$ cat src/sys_regs_pkg.sv
// Purpose: Shared constants for the clock, flag and combiner register bank.
// Assumes: 32-bit AXI4-Lite data, one aligned word per register.
// Notes:   Offsets are byte addresses.
package sys_regs_pkg;

  // ****************************************************************
  // Register map
  // ****************************************************************
  localparam logic [7:0]  CLKDIV_OFS    = 8'h20;
  localparam logic [7:0]  FLAGS_OFS     = 8'h24;
  localparam logic [7:0]  COMB_OFS      = 8'h28;
  localparam logic [7:0]  IRQ_MASK_OFS  = 8'h2C;

  // ****************************************************************
  // Field layout and reset values
  // ****************************************************************
  localparam int          CORE_DIV_LSB  = 28;
  localparam int          BUS_DIV_BIT   = 24;
  localparam int          TIMER_DIV_BIT = 20;
  localparam logic [31:0] CLKDIV_WMASK  = 32'h3110_0000;
  localparam logic [31:0] FLAGS_WMASK   = 32'h0000_0003;
  localparam logic [31:0] CLKDIV_INIT   = 32'h0000_0000;
  localparam logic [31:0] COMB_RESET    = 32'h0000_0000;
  localparam logic [1:0]  MASK_RESET    = 2'h0;
  localparam int          FLAG_CLAMP    = 0;
  localparam int          FLAG_SHUT     = 1;

  // ****************************************************************
  // Combiner field codes and bus responses
  // ****************************************************************
  localparam logic [1:0]  CFG_ZERO      = 2'h0;
  localparam logic [1:0]  CFG_PASS      = 2'h1;
  localparam logic [1:0]  CFG_INVERT    = 2'h2;
  localparam logic [1:0]  CFG_ONE       = 2'h3;
  localparam logic [1:0]  RESP_OKAY     = 2'h0;
  localparam logic [1:0]  RESP_SLVERR   = 2'h2;

endpackage : sys_regs_pkg

$ cat src/system_clock_flag_logic_regs.sv
// Purpose: Clock divider, clamp/shutdown flags and logic combiner registers.
// Assumes: Source clock is aclk; derived clocks are one-cycle enables.
// Notes:   Divider register keeps its contents across reset.
//
// Overview of operation
// Core clock enable divides source by 1, 2, 3 or 4 from bits 29-28.
// Bus clock enable follows core enable, halved when bit 24 is one.
// Timer clock enable is source rate, or halved when bit 20 is one.
// Divider fields keep their contents through reset.
// Software keeps the bus clock at or below 24 MHz.
// Divider reserved bits read zero and ignore writes.
// Flag bit 1 shows regulator shutdown and drives its request output.
// Writing one clears the shutdown flag; zero leaves it alone.
// Flag bit 0 shows external clamp and drives the clamp output.
// Writing one clears clamp flag; zero does nothing; bits 31-2 read zero.
// Sixteen 2-bit fields, term 0 input A at 31-30 down to term 3 D.
// Field codes force zero, pass, complement or force one.
// Each term ANDs its four inputs; output ORs the four terms.
// Combiner fields reset to zero.
//
// The AXI4-Lite register port was chosen for this implementation.
`timescale 1ns/1ns
module system_clock_flag_logic_regs (
  input  wire logic        aclk,
  input  wire logic        aresetn,
  input  wire logic [31:0] awaddr,
  input  wire logic [2:0]  awprot,
  input  wire logic        awvalid,
  output logic             awready,
  input  wire logic [31:0] wdata,
  input  wire logic [3:0]  wstrb,
  input  wire logic        wvalid,
  output logic             wready,
  output logic [1:0]       bresp,
  output logic             bvalid,
  input  wire logic        bready,
  input  wire logic [31:0] araddr,
  input  wire logic [2:0]  arprot,
  input  wire logic        arvalid,
  output logic             arready,
  output logic [31:0]      rdata,
  output logic [1:0]       rresp,
  output logic             rvalid,
  input  wire logic        rready,
  input  wire logic        clamp_event_in,
  input  wire logic        shutdown_event_in,
  input  wire logic [15:0] combiner_in,
  output logic             core_clk_en,
  output logic             bus_clk_en,
  output logic             timer_clk_en,
  output logic             external_clamp_out,
  output logic             regulator_shutdown_req,
  output logic             combiner_out,
  output logic             irq
);
  import sys_regs_pkg::*;

  // ****************************************************************
  // State
  // ****************************************************************
  typedef struct packed {
    logic        aw_full;
    logic [31:0] aw_addr;
    logic        w_full;
    logic [31:0] w_data;
    logic [3:0]  w_strb;
    logic        awready;
    logic        wready;
    logic        bvalid;
    logic [1:0]  bresp;
    logic        arready;
    logic        rvalid;
    logic [1:0]  rresp;
    logic [31:0] rdata;
    logic [31:0] clkdiv;
    logic [31:0] comb_cfg;
    logic [1:0]  flags;
    logic [1:0]  irq_mask;
    logic [1:0]  evt_meta;
    logic [1:0]  evt_sync;
    logic [1:0]  cnt;
    logic        bus_phase;
    logic        timer_phase;
    logic        core_en;
    logic        bus_en;
    logic        timer_en;
    logic        comb_out;
    logic        irq;
  } state_t;

  state_t st_q = '0;
  state_t st_d;
  state_t st_rst;
  logic   wr_go;
  logic   wr_flags;
  logic   core_hit;
  logic [1:0] flag_clr;

  function automatic logic [31:0] merge(input logic [31:0] old,
                                        input logic [31:0] wd,
                                        input logic [3:0]  strb,
                                        input logic [31:0] wmask);
    logic [31:0] bm;
    bm = {{8{strb[3]}}, {8{strb[2]}}, {8{strb[1]}}, {8{strb[0]}}} & wmask;
    return (old & ~bm) | (wd & bm);
  endfunction : merge

  function automatic logic combine(input logic [31:0] cfg,
                                   input logic [15:0] din);
    logic [15:0] sel;
    logic        res;
    res = 1'b0;
    for (int k = 0; k < 16; k++) begin
      case (cfg[2*k +: 2])
        CFG_ZERO:   sel[k] = 1'b0;
        CFG_PASS:   sel[k] = din[k];
        CFG_INVERT: sel[k] = ~din[k];
        default:    sel[k] = 1'b1;
      endcase
    end
    for (int t = 0; t < 4; t++) begin
      res = res | (&sel[15-4*t -: 4]);
    end
    return res;
  endfunction : combine

  function automatic logic [31:0] read_mux(input state_t s,
                                           input logic [7:0] a);
    case (a)
      CLKDIV_OFS:   return s.clkdiv & CLKDIV_WMASK;
      FLAGS_OFS:    return {30'h0000_0000, s.flags};
      COMB_OFS:     return s.comb_cfg;
      IRQ_MASK_OFS: return {30'h0000_0000, s.irq_mask};
      default:      return 32'h0000_0000;
    endcase
  endfunction : read_mux

  function automatic logic mapped(input logic [31:0] a);
    return a[31:8] == 24'h00_0000 && (a[7:0] == CLKDIV_OFS ||
           a[7:0] == FLAGS_OFS || a[7:0] == COMB_OFS ||
           a[7:0] == IRQ_MASK_OFS);
  endfunction : mapped

  // ****************************************************************
  // Next state
  // ****************************************************************
  always_comb begin
    st_d = st_q;
    // Bus write path: address and data are taken in either order.
    if (awvalid && st_q.awready) begin
      st_d.aw_full = 1'b1;
      st_d.aw_addr = awaddr;
    end
    if (wvalid && st_q.wready) begin
      st_d.w_full = 1'b1;
      st_d.w_data = wdata;
      st_d.w_strb = wstrb;
    end
    if (st_q.bvalid && bready) begin
      st_d.bvalid = 1'b0;
    end
    wr_go = st_q.aw_full && st_q.w_full;
    wr_flags = wr_go && st_q.aw_addr == {24'h00_0000, FLAGS_OFS};
    flag_clr = 2'h0;
    if (wr_go) begin
      st_d.aw_full = 1'b0;
      st_d.w_full = 1'b0;
      st_d.bvalid = 1'b1;
      st_d.bresp = mapped(st_q.aw_addr) ? RESP_OKAY : RESP_SLVERR;
      if (st_q.aw_addr[31:8] == 24'h00_0000) begin
        case (st_q.aw_addr[7:0])
          CLKDIV_OFS: begin
            st_d.clkdiv = merge(st_q.clkdiv, st_q.w_data, st_q.w_strb,
                                CLKDIV_WMASK);
          end
          FLAGS_OFS: begin
            if (st_q.w_strb[0]) begin
              flag_clr = st_q.w_data[1:0];
            end
          end
          COMB_OFS: begin
            st_d.comb_cfg = merge(st_q.comb_cfg, st_q.w_data, st_q.w_strb,
                                  32'hFFFF_FFFF);
          end
          IRQ_MASK_OFS: begin
            if (st_q.w_strb[0]) begin
              st_d.irq_mask = st_q.w_data[1:0];
            end
          end
          default: begin
          end
        endcase
      end
    end
    st_d.awready = !st_d.aw_full && !st_d.bvalid;
    st_d.wready = !st_d.w_full && !st_d.bvalid;
    // Bus read path: one read at a time, data one cycle after address.
    if (st_q.rvalid && rready) begin
      st_d.rvalid = 1'b0;
    end
    if (arvalid && st_q.arready) begin
      st_d.rvalid = 1'b1;
      st_d.rdata = (araddr[31:8] == 24'h00_0000) ?
                   read_mux(st_q, araddr[7:0]) : 32'h0000_0000;
      st_d.rresp = mapped(araddr) ? RESP_OKAY : RESP_SLVERR;
    end
    st_d.arready = !st_d.rvalid;
    // Event pins pass two flip-flops; a set beats a clear.
    st_d.evt_meta = {shutdown_event_in, clamp_event_in};
    st_d.evt_sync = st_q.evt_meta;
    st_d.flags = (st_q.flags & ~flag_clr) | st_q.evt_sync;
    st_d.irq = |(st_d.flags & st_d.irq_mask);
    // Clock enables derived from the source clock.
    core_hit = st_q.cnt >= st_q.clkdiv[CORE_DIV_LSB +: 2];
    st_d.cnt = core_hit ? 2'h0 : st_q.cnt + 2'h1;
    st_d.core_en = core_hit;
    st_d.bus_phase = core_hit ? ~st_q.bus_phase : st_q.bus_phase;
    st_d.bus_en = core_hit &&
                  (!st_q.clkdiv[BUS_DIV_BIT] || st_q.bus_phase);
    st_d.timer_phase = ~st_q.timer_phase;
    st_d.timer_en = !st_q.clkdiv[TIMER_DIV_BIT] || st_q.timer_phase;
    st_d.comb_out = combine(st_q.comb_cfg, combiner_in);
    // Reset value keeps the divider register as it stands.
    st_rst = '0;
    st_rst.clkdiv = st_q.clkdiv;
    st_rst.comb_cfg = COMB_RESET;
    st_rst.irq_mask = MASK_RESET;
  end

  always_ff @(posedge aclk) begin
    st_q <= aresetn ? st_d : st_rst;
  end

  // ****************************************************************
  // Outputs
  // ****************************************************************
  assign awready                = st_q.awready;
  assign wready                 = st_q.wready;
  assign bvalid                 = st_q.bvalid;
  assign bresp                  = st_q.bresp;
  assign arready                = st_q.arready;
  assign rvalid                 = st_q.rvalid;
  assign rdata                  = st_q.rdata;
  assign rresp                  = st_q.rresp;
  assign core_clk_en            = st_q.core_en;
  assign bus_clk_en             = st_q.bus_en;
  assign timer_clk_en           = st_q.timer_en;
  assign external_clamp_out     = st_q.flags[FLAG_CLAMP];
  assign regulator_shutdown_req = st_q.flags[FLAG_SHUT];
  assign combiner_out           = st_q.comb_out;
  assign irq                    = st_q.irq;
endmodule : system_clock_flag_logic_regs

$ cat config.mk
export PLATFORM = sky130hd
export DESIGN_NAME = system_clock_flag_logic_regs
export DESIGN_NICKNAME = d
export VERILOG_FILES = /design/src/sys_regs_pkg.sv /design/src/system_clock_flag_logic_regs.sv
export SDC_FILE = /design/constraint.sdc
export NUM_CORES = 1
export LEC_CHECK = 0
export ABC_AREA = 1
export CELL_PAD_IN_SITES_DETAIL_PLACEMENT = 2
export CELL_PAD_IN_SITES_GLOBAL_PLACEMENT = 2
export CORE_MARGIN = 5
export CORE_UTILIZATION = 30
export DETAILED_ROUTE_END_ITERATION = 8
export DONT_BUFFER_PORTS = 1
export GPL_TIMING_DRIVEN = 0
export PLACE_DENSITY = 0.68
export SETUP_SLACK_MARGIN = 0.2
export SYNTH_ARGS = -nofsm -noshare
export SYNTH_HDL_FRONTEND = slang
export SYNTH_SLANG_ARGS = --single-unit
export TNS_END_PERCENT = 50
$ cat constraint.sdc
create_clock -name aclk -period 2.7 [get_ports aclk]
set_clock_uncertainty 0.15 [all_clocks]
set_input_delay 0.54 -clock aclk [delete_from_list [all_inputs] [get_ports aclk]]
set_output_delay 0.54 -clock aclk [all_outputs]
set_load 0.02 [all_outputs]
## Yosys cells after proc, flatten, opt, wreduce, memory -nomap -nowiden

Cells that the tools add are included.

- Bits of input ports: 131
- Latch bits: 0
- Output and inout port bits: 48
- Memory bits (read-only): 0
- RAM bits: 0
- Logic and storage cells: 204
- Memories: 0
- Register bits: 192

- $mul: 0
- Shift operators: 0
- Divide/modulo/power cells: 0
- Reductions and logical operators: 51
- Add/sub/neg operators: 1
- Eq/ne operators: 47
- Muxes and demuxes: 43
- $lt $le $gt $ge: 1
- Bitwise operators: 34

Operators with widths:

| cell | number |
|---|---|
| $mux 64 | 2 |
| $pmux 32 s4 | 1 |
| $and 32x32->32 | 3 |
| $mux 32 | 3 |
| $mux 81 | 1 |
| $eq 8x6->1 const B | 8 |
| $or 32x32->32 | 2 |
| $logic_not 24->1 | 2 |
| $pmux 1 s3 | 16 |
| $mux 37 | 1 |
| $mux 35 | 1 |
| $mux 33 | 1 |
| $and 32x30->32 | 1 |
| $eq 2x1->1 const B | 16 |
| $eq 2x2->1 const B | 16 |
| $logic_not 2->1 | 16 |
| $not 30->32 | 1 |
| $not 32->32 | 1 |
| $mux 2 | 11 |
| $reduce_and 4->1 | 5 |
| $not 1->1 | 19 |
| $ne 2x1->1 const B | 7 |
| $logic_and 1x1->1 | 11 |
| $logic_or 1x1->1 | 8 |
| 11 further kinds | 24 |

## Logic depth before layout (Yosys ltp)

Gate-level depths: netlist of the first run.

- Depth in word-level cells: 10
- Depth in mapped cells: 11
- Gate-level depth less buffers: 11

## Least setup slack after synthesis of the first run

OpenSTA, ideal clock, no wires.

- Path kind: input to register
- From: in aresetn
- To: reg (tool-made name)
- Library setup time: 0.319 ns
- Data arrival time: 1.307 ns
- Required time: 2.231 ns
- Setup slack: 0.924 ns
- Stages: 4
- Path through: clkbuf_1 > clkbuf_1 > nand3_1 > nor2_1

RTL lines:

| item | RTL line | text |
|---|---|---|
| start, declared | system_clock_flag_logic_regs.sv:25 | `input wire logic aresetn,` |

## Final worst setup path of the first run

- From: reg st_q, in the netlist arready
- To: reg st_q, in the netlist rdata[27]

- Longest elaborated chain between the ends: 2

RTL lines:

| item | RTL line | text |
|---|---|---|
| start, declared | system_clock_flag_logic_regs.sv:91 | `state_t st_q = '0;` |
| start signal, assigned | system_clock_flag_logic_regs.sv:231 | `st_q <= aresetn ? st_d : st_rst;` |
| $logic_and 1x1->1 | system_clock_flag_logic_regs.sv:201 | `if (arvalid && st_q.arready) begin` |
| $ne 2x1->1 (no line) | n/a |  |

Every way passes these cells.
A chain may end at the register's enable or synchronous reset.

==> reports/metrics.yaml, run 1 <==
cts:
  postCtsSetupRepairBufs: 0
  numCtsBuffers: 17
  clock_path_buffers: 2
  cts_hold_buf: 0
  cts.sinks: 162
  cts-resized-gates: 0
  tritoncts: "built"
  root_buffer: "clkbuf_16"
  htreeDepth: 4
  clk_pin_slew_ns: 0.07
  clk_latency_ns: 0.43
placed_design:
  hpwl_um: 17600
  gp_congestion: 0.754
  portBuffers: 0
layout:
  area_growth_pct: 14.1
  final-seq-area_um2: 3280
  final_cell_mix: "nor2_1, dfxtp_1, nand2_1, o21ai_0, a21oi_1"
  multiInputGateArea_um2: 2810
  fill_cells: 2668
  layout.nets: 1066
  drive_gt1_share_pct: 9.30
  fin_util_pct: 34.5
  final_common_cell: "nor2_1"
sta:
  min_period_ns: 2.05
  setup_tns_ns: 0
  worst_slew_pin_slew_ns: 0.816
  period_share_pct: 76.1
  drv_slew: 0
  finalSetupViolCount: 0
  relSlewSlack_pct: 45.6
  grt_setup_unrepaired: "no"
  max_freq_mhz: 487
  finalHoldViolations: 0
floorplanning:
  num_io_pins: 179
  die_w_um: 161
  coreArea_um2: 22500
  rows: 55
  die_y_um: 161
  start_util_pct: 30.2
  die_area_um2: 25800
worst_setup_path:
  worstSetupPathType: "register to register"
  critPathSlowestCell: "dfxtp_1"
  cp_cell_sequence: "nand2_1 -> inv_1 -> clkbuf_1 -> buf_2 -> nand4_1 -> a21oi_1"
  cp-end-kind: "register"
  required_ns: 2.91
  path_buf_inv: 3
  worst_path_largest_cell_delay_ns: 0.44
  arrival_ns: 2.26
  timing.rr.start: "arready$_SDFF_PN0_"
  cp_top_family: "buffers and inverters"
  startpoint_type: "register"
  crit_fanout: 10
  crit_path_start: "arready$_SDFF_PN0_"
drt:
  drt-total-wl_um: 21900
  drt-initial-drc-count: 128
  vias_per_cell: 4.85
  drc_errors: 0
  post_drt_wl_per_cell_um: 17.7
  drt-pass1-iter-count: 4
  num_vias: 5993
  drtAntennaViolNets: 0
synth:
  synth_top_family_by_area: "simple AND/OR/NAND/NOR gates"
  synthAdderAreaFrac_pct: 0.368
  yosys_register_bits: 162
  yosysWarningCount: 0
  synth-xor-area-share_pct: 0.129
  muxShareOfSynthArea_pct: 0.478
  avgSynthCellArea_um2: 7.45
  yosysSeqAreaShare_pct: 48.2
  netlist_area_um2: 6810
  syn-instance-count: 913
  synth_compound_area_share_pct: 12.8
  synthSimpleGateAreaFrac_pct: 27.4
  yosysUniqueCellTypes: 35
global_routing:
  grt_usage_pct: 17.0
  grt_overflow_total: 0
  grt_pass1_vias: 6311
  grt_pass1_wl_um: 34300
  grt_antenna_before_repair: 12
  grt_max_degree: 17
flow_run:
  maxCapViolCount: 0
power_and_ir_drop:
  powerDensity_nw_per_um2: 701
  leakagePower_uw: 0.00296
  total_power_uw: 5440
  vdd.ir_drop.worst_mv: 0.325
status:
  run_status: "completed"
worst_hold_path:
  hold_path_class: "input port to register"
  min_from: "clamp_event_in"
-- cell type report --
cell class | instances | share of cell area, %
antenna | 4 | 0.129
buffer | 87 | 6.40
clock buffer | 22 | 5.85
clock inverter | 10 | 1.72
inverter | 59 | 2.85
multi-input combinational | 606 | 36.2
sequential | 162 | 42.3
tap | 285 | 4.59
-- per-stage QoR --
| stage | setup WS, ns | hold slack, ns | area [um2] | std cells |
|---|---|---|---|---|
| 2_1_floorplan | 0.924 | 0.240 | 6810 | 914 |
| 3_3_place_gp | 0.209 | 0.247 | 7170 | 1199 |
| 3_5_place_dp | 0.184 | 0.257 | 7170 | 1199 |
| 4_1_cts | 0.551 | 0.0425 | 7750 | 1231 |
| 5_1_grt | 0.364 | 0.0576 | 7760 | 1235 |
| 6_report | 0.646 | 0.0593 | 7760 | 1235 |
-- routing by layer --
metal  up-vias  GRT usage (%)  part of all wire (%)
met5         -              0                  0.42
li1       3022              -                     -
met2       134           27.2                    45
met1      2784           21.5                    46
met3        37           6.18                   6.7
met4        16           4.85                   1.5
-- where the power goes --
group	internal, uW	switching (uW)	leakage [uW]
clock network	1470	987	0.000284
registers	2500	76.8	0.00133
logic	121	281	0.00135
total	4100	1340	0.00296
-- cell usage after synthesis (all sizes together) --
cell	count	share of area, %
nor3	4	0.29
buf	51	5.3
nor4	3	0.50
a41oi	1	0.13
clkinv	1	0.055
nand3	35	2.7
mux2i	1	0.15
and2	1	0.092
o221ai	1	0.13
nor3b	1	0.11
nor2	186	11
dfxtp	158	46
inv	58	3.2
clkbuf	36	2.0
and3	1	0.092
o21a	1	0.11
conb	1	0.055
edfxtp	4	1.8
xnor2	1	0.13
nand4	59	5.4
o21ai	90	6.6
ha	2	0.37
nand3b	1	0.11
mux2	2	0.33
a21oi	79	5.8
nand2	135	7.4
-- kinds of logic (layout without fill, tap and decap cells) --
group | count (synthesis) | in the layout
simple gates | 426 | 426
compound gates | 172 | 172
flops | 162 | 162
buf+inv | 146 | 178
mux | 3 | 3
fa+ha+maj | 2 | 2
other cells | 1 | 6
xor+xnor | 1 | 1
-- final timing paths --
| path | endpoint | slack (ns) | depth (start not counted) |
|---|---|---|---|
| worst max-delay path | rdata[27]$_SDFFE_PN0P_ | 0.65 | 6 |
| worst min-delay path | st_d[9]$_SDFF_PN0_ | 0.06 | 2 |
| worst max register to register | rdata[27]$_SDFFE_PN0P_ | 0.65 | 6 |
| worst min register to register | st_q[9]$_SDFF_PN0_ | 0.27 | 2 |
No activity file was read; power rests on OpenSTA's default activity.
==> inputs of run 2 (changes only) <==
Settings changed: PLACE_DENSITY 0.68 to 0.71.
Clock period 2.7 ns to 1.85 ns, I/O delays scaled along.
==> reports/metrics.yaml, run 2 (synthesized netlist as in run 1, its figures left out) <==
worst_setup_path:
  cp_top_family: "simple AND/OR/NAND/NOR gates"
  required_ns: 1.83
  cp-end-kind: "register"
  worstSetupPathType: "register to register"
  timing.rr.start: "st_q[185]$_SDFFE_PN0P_"
  arrival_ns: 1.92
  ff2ff_path_depth: 8
  critPathSlowestCell: "dfxtp_2"
  crit_fanout: 3
  startpoint_type: "register"
  worst_path_largest_cell_delay_ns: 0.34
  path_buf_inv: 0
  r2r_slack_ns: -0.09
  cp_cell_sequence: "nor2_4 -> nand2_2 -> nor2_1 -> nand2_1 -> nor2_4 -> nor3b_4 -> nand3_2 -> nor2_4"
  cpMostUsedCell: "nor2_4"
sta:
  finalHoldViolations: 0
  finalSetupViolCount: 8
  period_share_pct: 105
  drv_slew: 0
  min_period_ns: 1.94
  grt_setup_unrepaired: "yes"
  max_freq_mhz: 515
  relSlewSlack_pct: 54.3
  setup_ws_ns: -0.0925
  worst_slew_pin_slew_ns: 0.685
  timing.hold.ws_ns: 0.0120
power_and_ir_drop:
  vdd.ir_drop.worst_mv: 0.600
  pwr-share-clk_pct: 43.8
  total_power_uw: 8220
  switchingPower_uw: 2100
  powerDensity_nw_per_um2: 914
  swShare_pct: 25.5
  intPower_uw: 6120
  seqPwrFrac_pct: 46.1
  leakagePower_uw: 0.00345
  combPwrFrac_pct: 10.1
layout:
  drive_gt1_share_pct: 19.8
  final_cell_mix: "nor2_1, dfxtp_1, nand2_1, o21ai_0, a21oi_1"
  layout.nets: 1156
  fin_util_pct: 40.0
  final_common_cell: "nor2_1"
  finish.instance_area_um2: 8990
  area_growth_pct: 32.1
worst_hold_path:
  min_path_cells: 2
  min_from: "wdata[0]"
  hold_path_class: "input port to register"
  hold_end: "st_q[126]$_SDFFE_PN0P_"
floorplanning:
  num_io_pins: 179
  start_util_pct: 30.2
  coreArea_um2: 22500
  die_w_um: 161
  die_y_um: 161
  die_area_um2: 25800
  rows: 55
cts:
  cts.sinks: 162
  numCtsBuffers: 17
  clk_pin_slew_ns: 0.07
  root_buffer: "clkbuf_16"
  clock_path_buffers: 2
  clk_latency_ns: 0.43
  tritoncts: "built"
  htreeDepth: 4
flow_run:
  maxCapViolCount: 0
drt:
  vias_per_cell: 4.88
  num_vias: 6451
  drc_errors: 0
  drt-pass1-iter-count: 5
  drt-total-wl_um: 24700
  drtAntennaViolNets: 0
  post_drt_wl_per_cell_um: 18.7
  drt-initial-drc-count: 158
global_routing:
  grt_overflow_total: 0
  grt_antenna_before_repair: 4
  grt_pass1_vias: 7010
  grt_max_degree: 17
  grt_pass1_wl_um: 38600
  grt_usage_pct: 18.7
status:
  violations: "negative setup slack"
  run_status: "complete, but fails checks"
placed_design:
  portBuffers: 0
  gp_congestion: 0.766
  postPlaceCellArea_um2: 7170
  pre_cts_slack_ns: -0.384
  hpwl_um: 17600
run 2: changes by cell type in the layout (fill, tap and decap cells not counted), moves of 9 or more:
cell / change
dfxtp_2: +11
buf_4: +19
nand3_1: -10
nand2_1: -24
buf_6: +15
nor2_2: +9
nor2_1: -19
clkbuf_1: -10
nand2_2: +23
nor2_4: +10
dlygate4sd3_1: +61
dfxtp_1: -11
run 2: power groups by stage:
stage                     registers [uW]  clock network [uW]  logic [uW]
after floorplan                     3800                   0         438
after global placement              3840                   0         583
after detailed placement            3840                   0         604
after CTS                           3770                3660         771
after global routing                3800                3810         936
final                               3790                3600         831
run 2: layout make-up:
type / instances / area, um2
plain buffers: 87 / 529
multi-input cells: 606 / 3120
well taps: 285 / 357
clock buffers: 21 / 450
repair buffers: 90 / 877
diodes: 1 / 2.50
fillers: 2538 / 13500
clock inverters: 10 / 135
flip-flops and latches: 162 / 3300
inverters: 59 / 225
run 2: how the worst max path moves through the flow:
stage	from	slack, ns	cells after the start	end
after floorplan	st_q[183]$_SDFFE_PN0P_	0.24	8	register
after global placement	aresetn	-0.36	4	register
after detailed placement	aresetn	-0.38	4	register
after CTS	st_q[170]$_SDFFE_PN0P_	-0.04	8	register
after global routing	st_q[184]$_SDFFE_PN0P_	-0.18	13	irq$_SDFF_PN0_
final	st_q[185]$_SDFFE_PN0P_	-0.09	8	register
run 2: per-stage QoR:
| step | TNS (ns) | cells |
|---|---|---|
| floorplan | 0 | 914 |
| global placement | -6.73 | 1199 |
| detailed placement | -10.17 | 1199 |
| CTS | -0.104 | 1310 |
| global route | -3.46 | 1321 |
| finish | -0.435 | 1321 |
run 2: per-layer routing:
metal	vias to the layer above	GRT usage [%]	wire, um
met3	22	4.82	1260
met1	3084	23.6	10800
met2	128	32.6	12400
li1	3211	-	-
met5	-	0	34
met4	6	3.52	226
run 2: repair_timing:
action / 4_1_cts / 5_1_grt
endpoints found under the hold margin: 61 / 0
pin swaps: 58 / 28
buffers inserted: 16 / 10
setup endpoints to repair: 130 / 116
hold buffers: 61 / 0
gates cloned: 3 / 0
resized for setup: 77 / 61
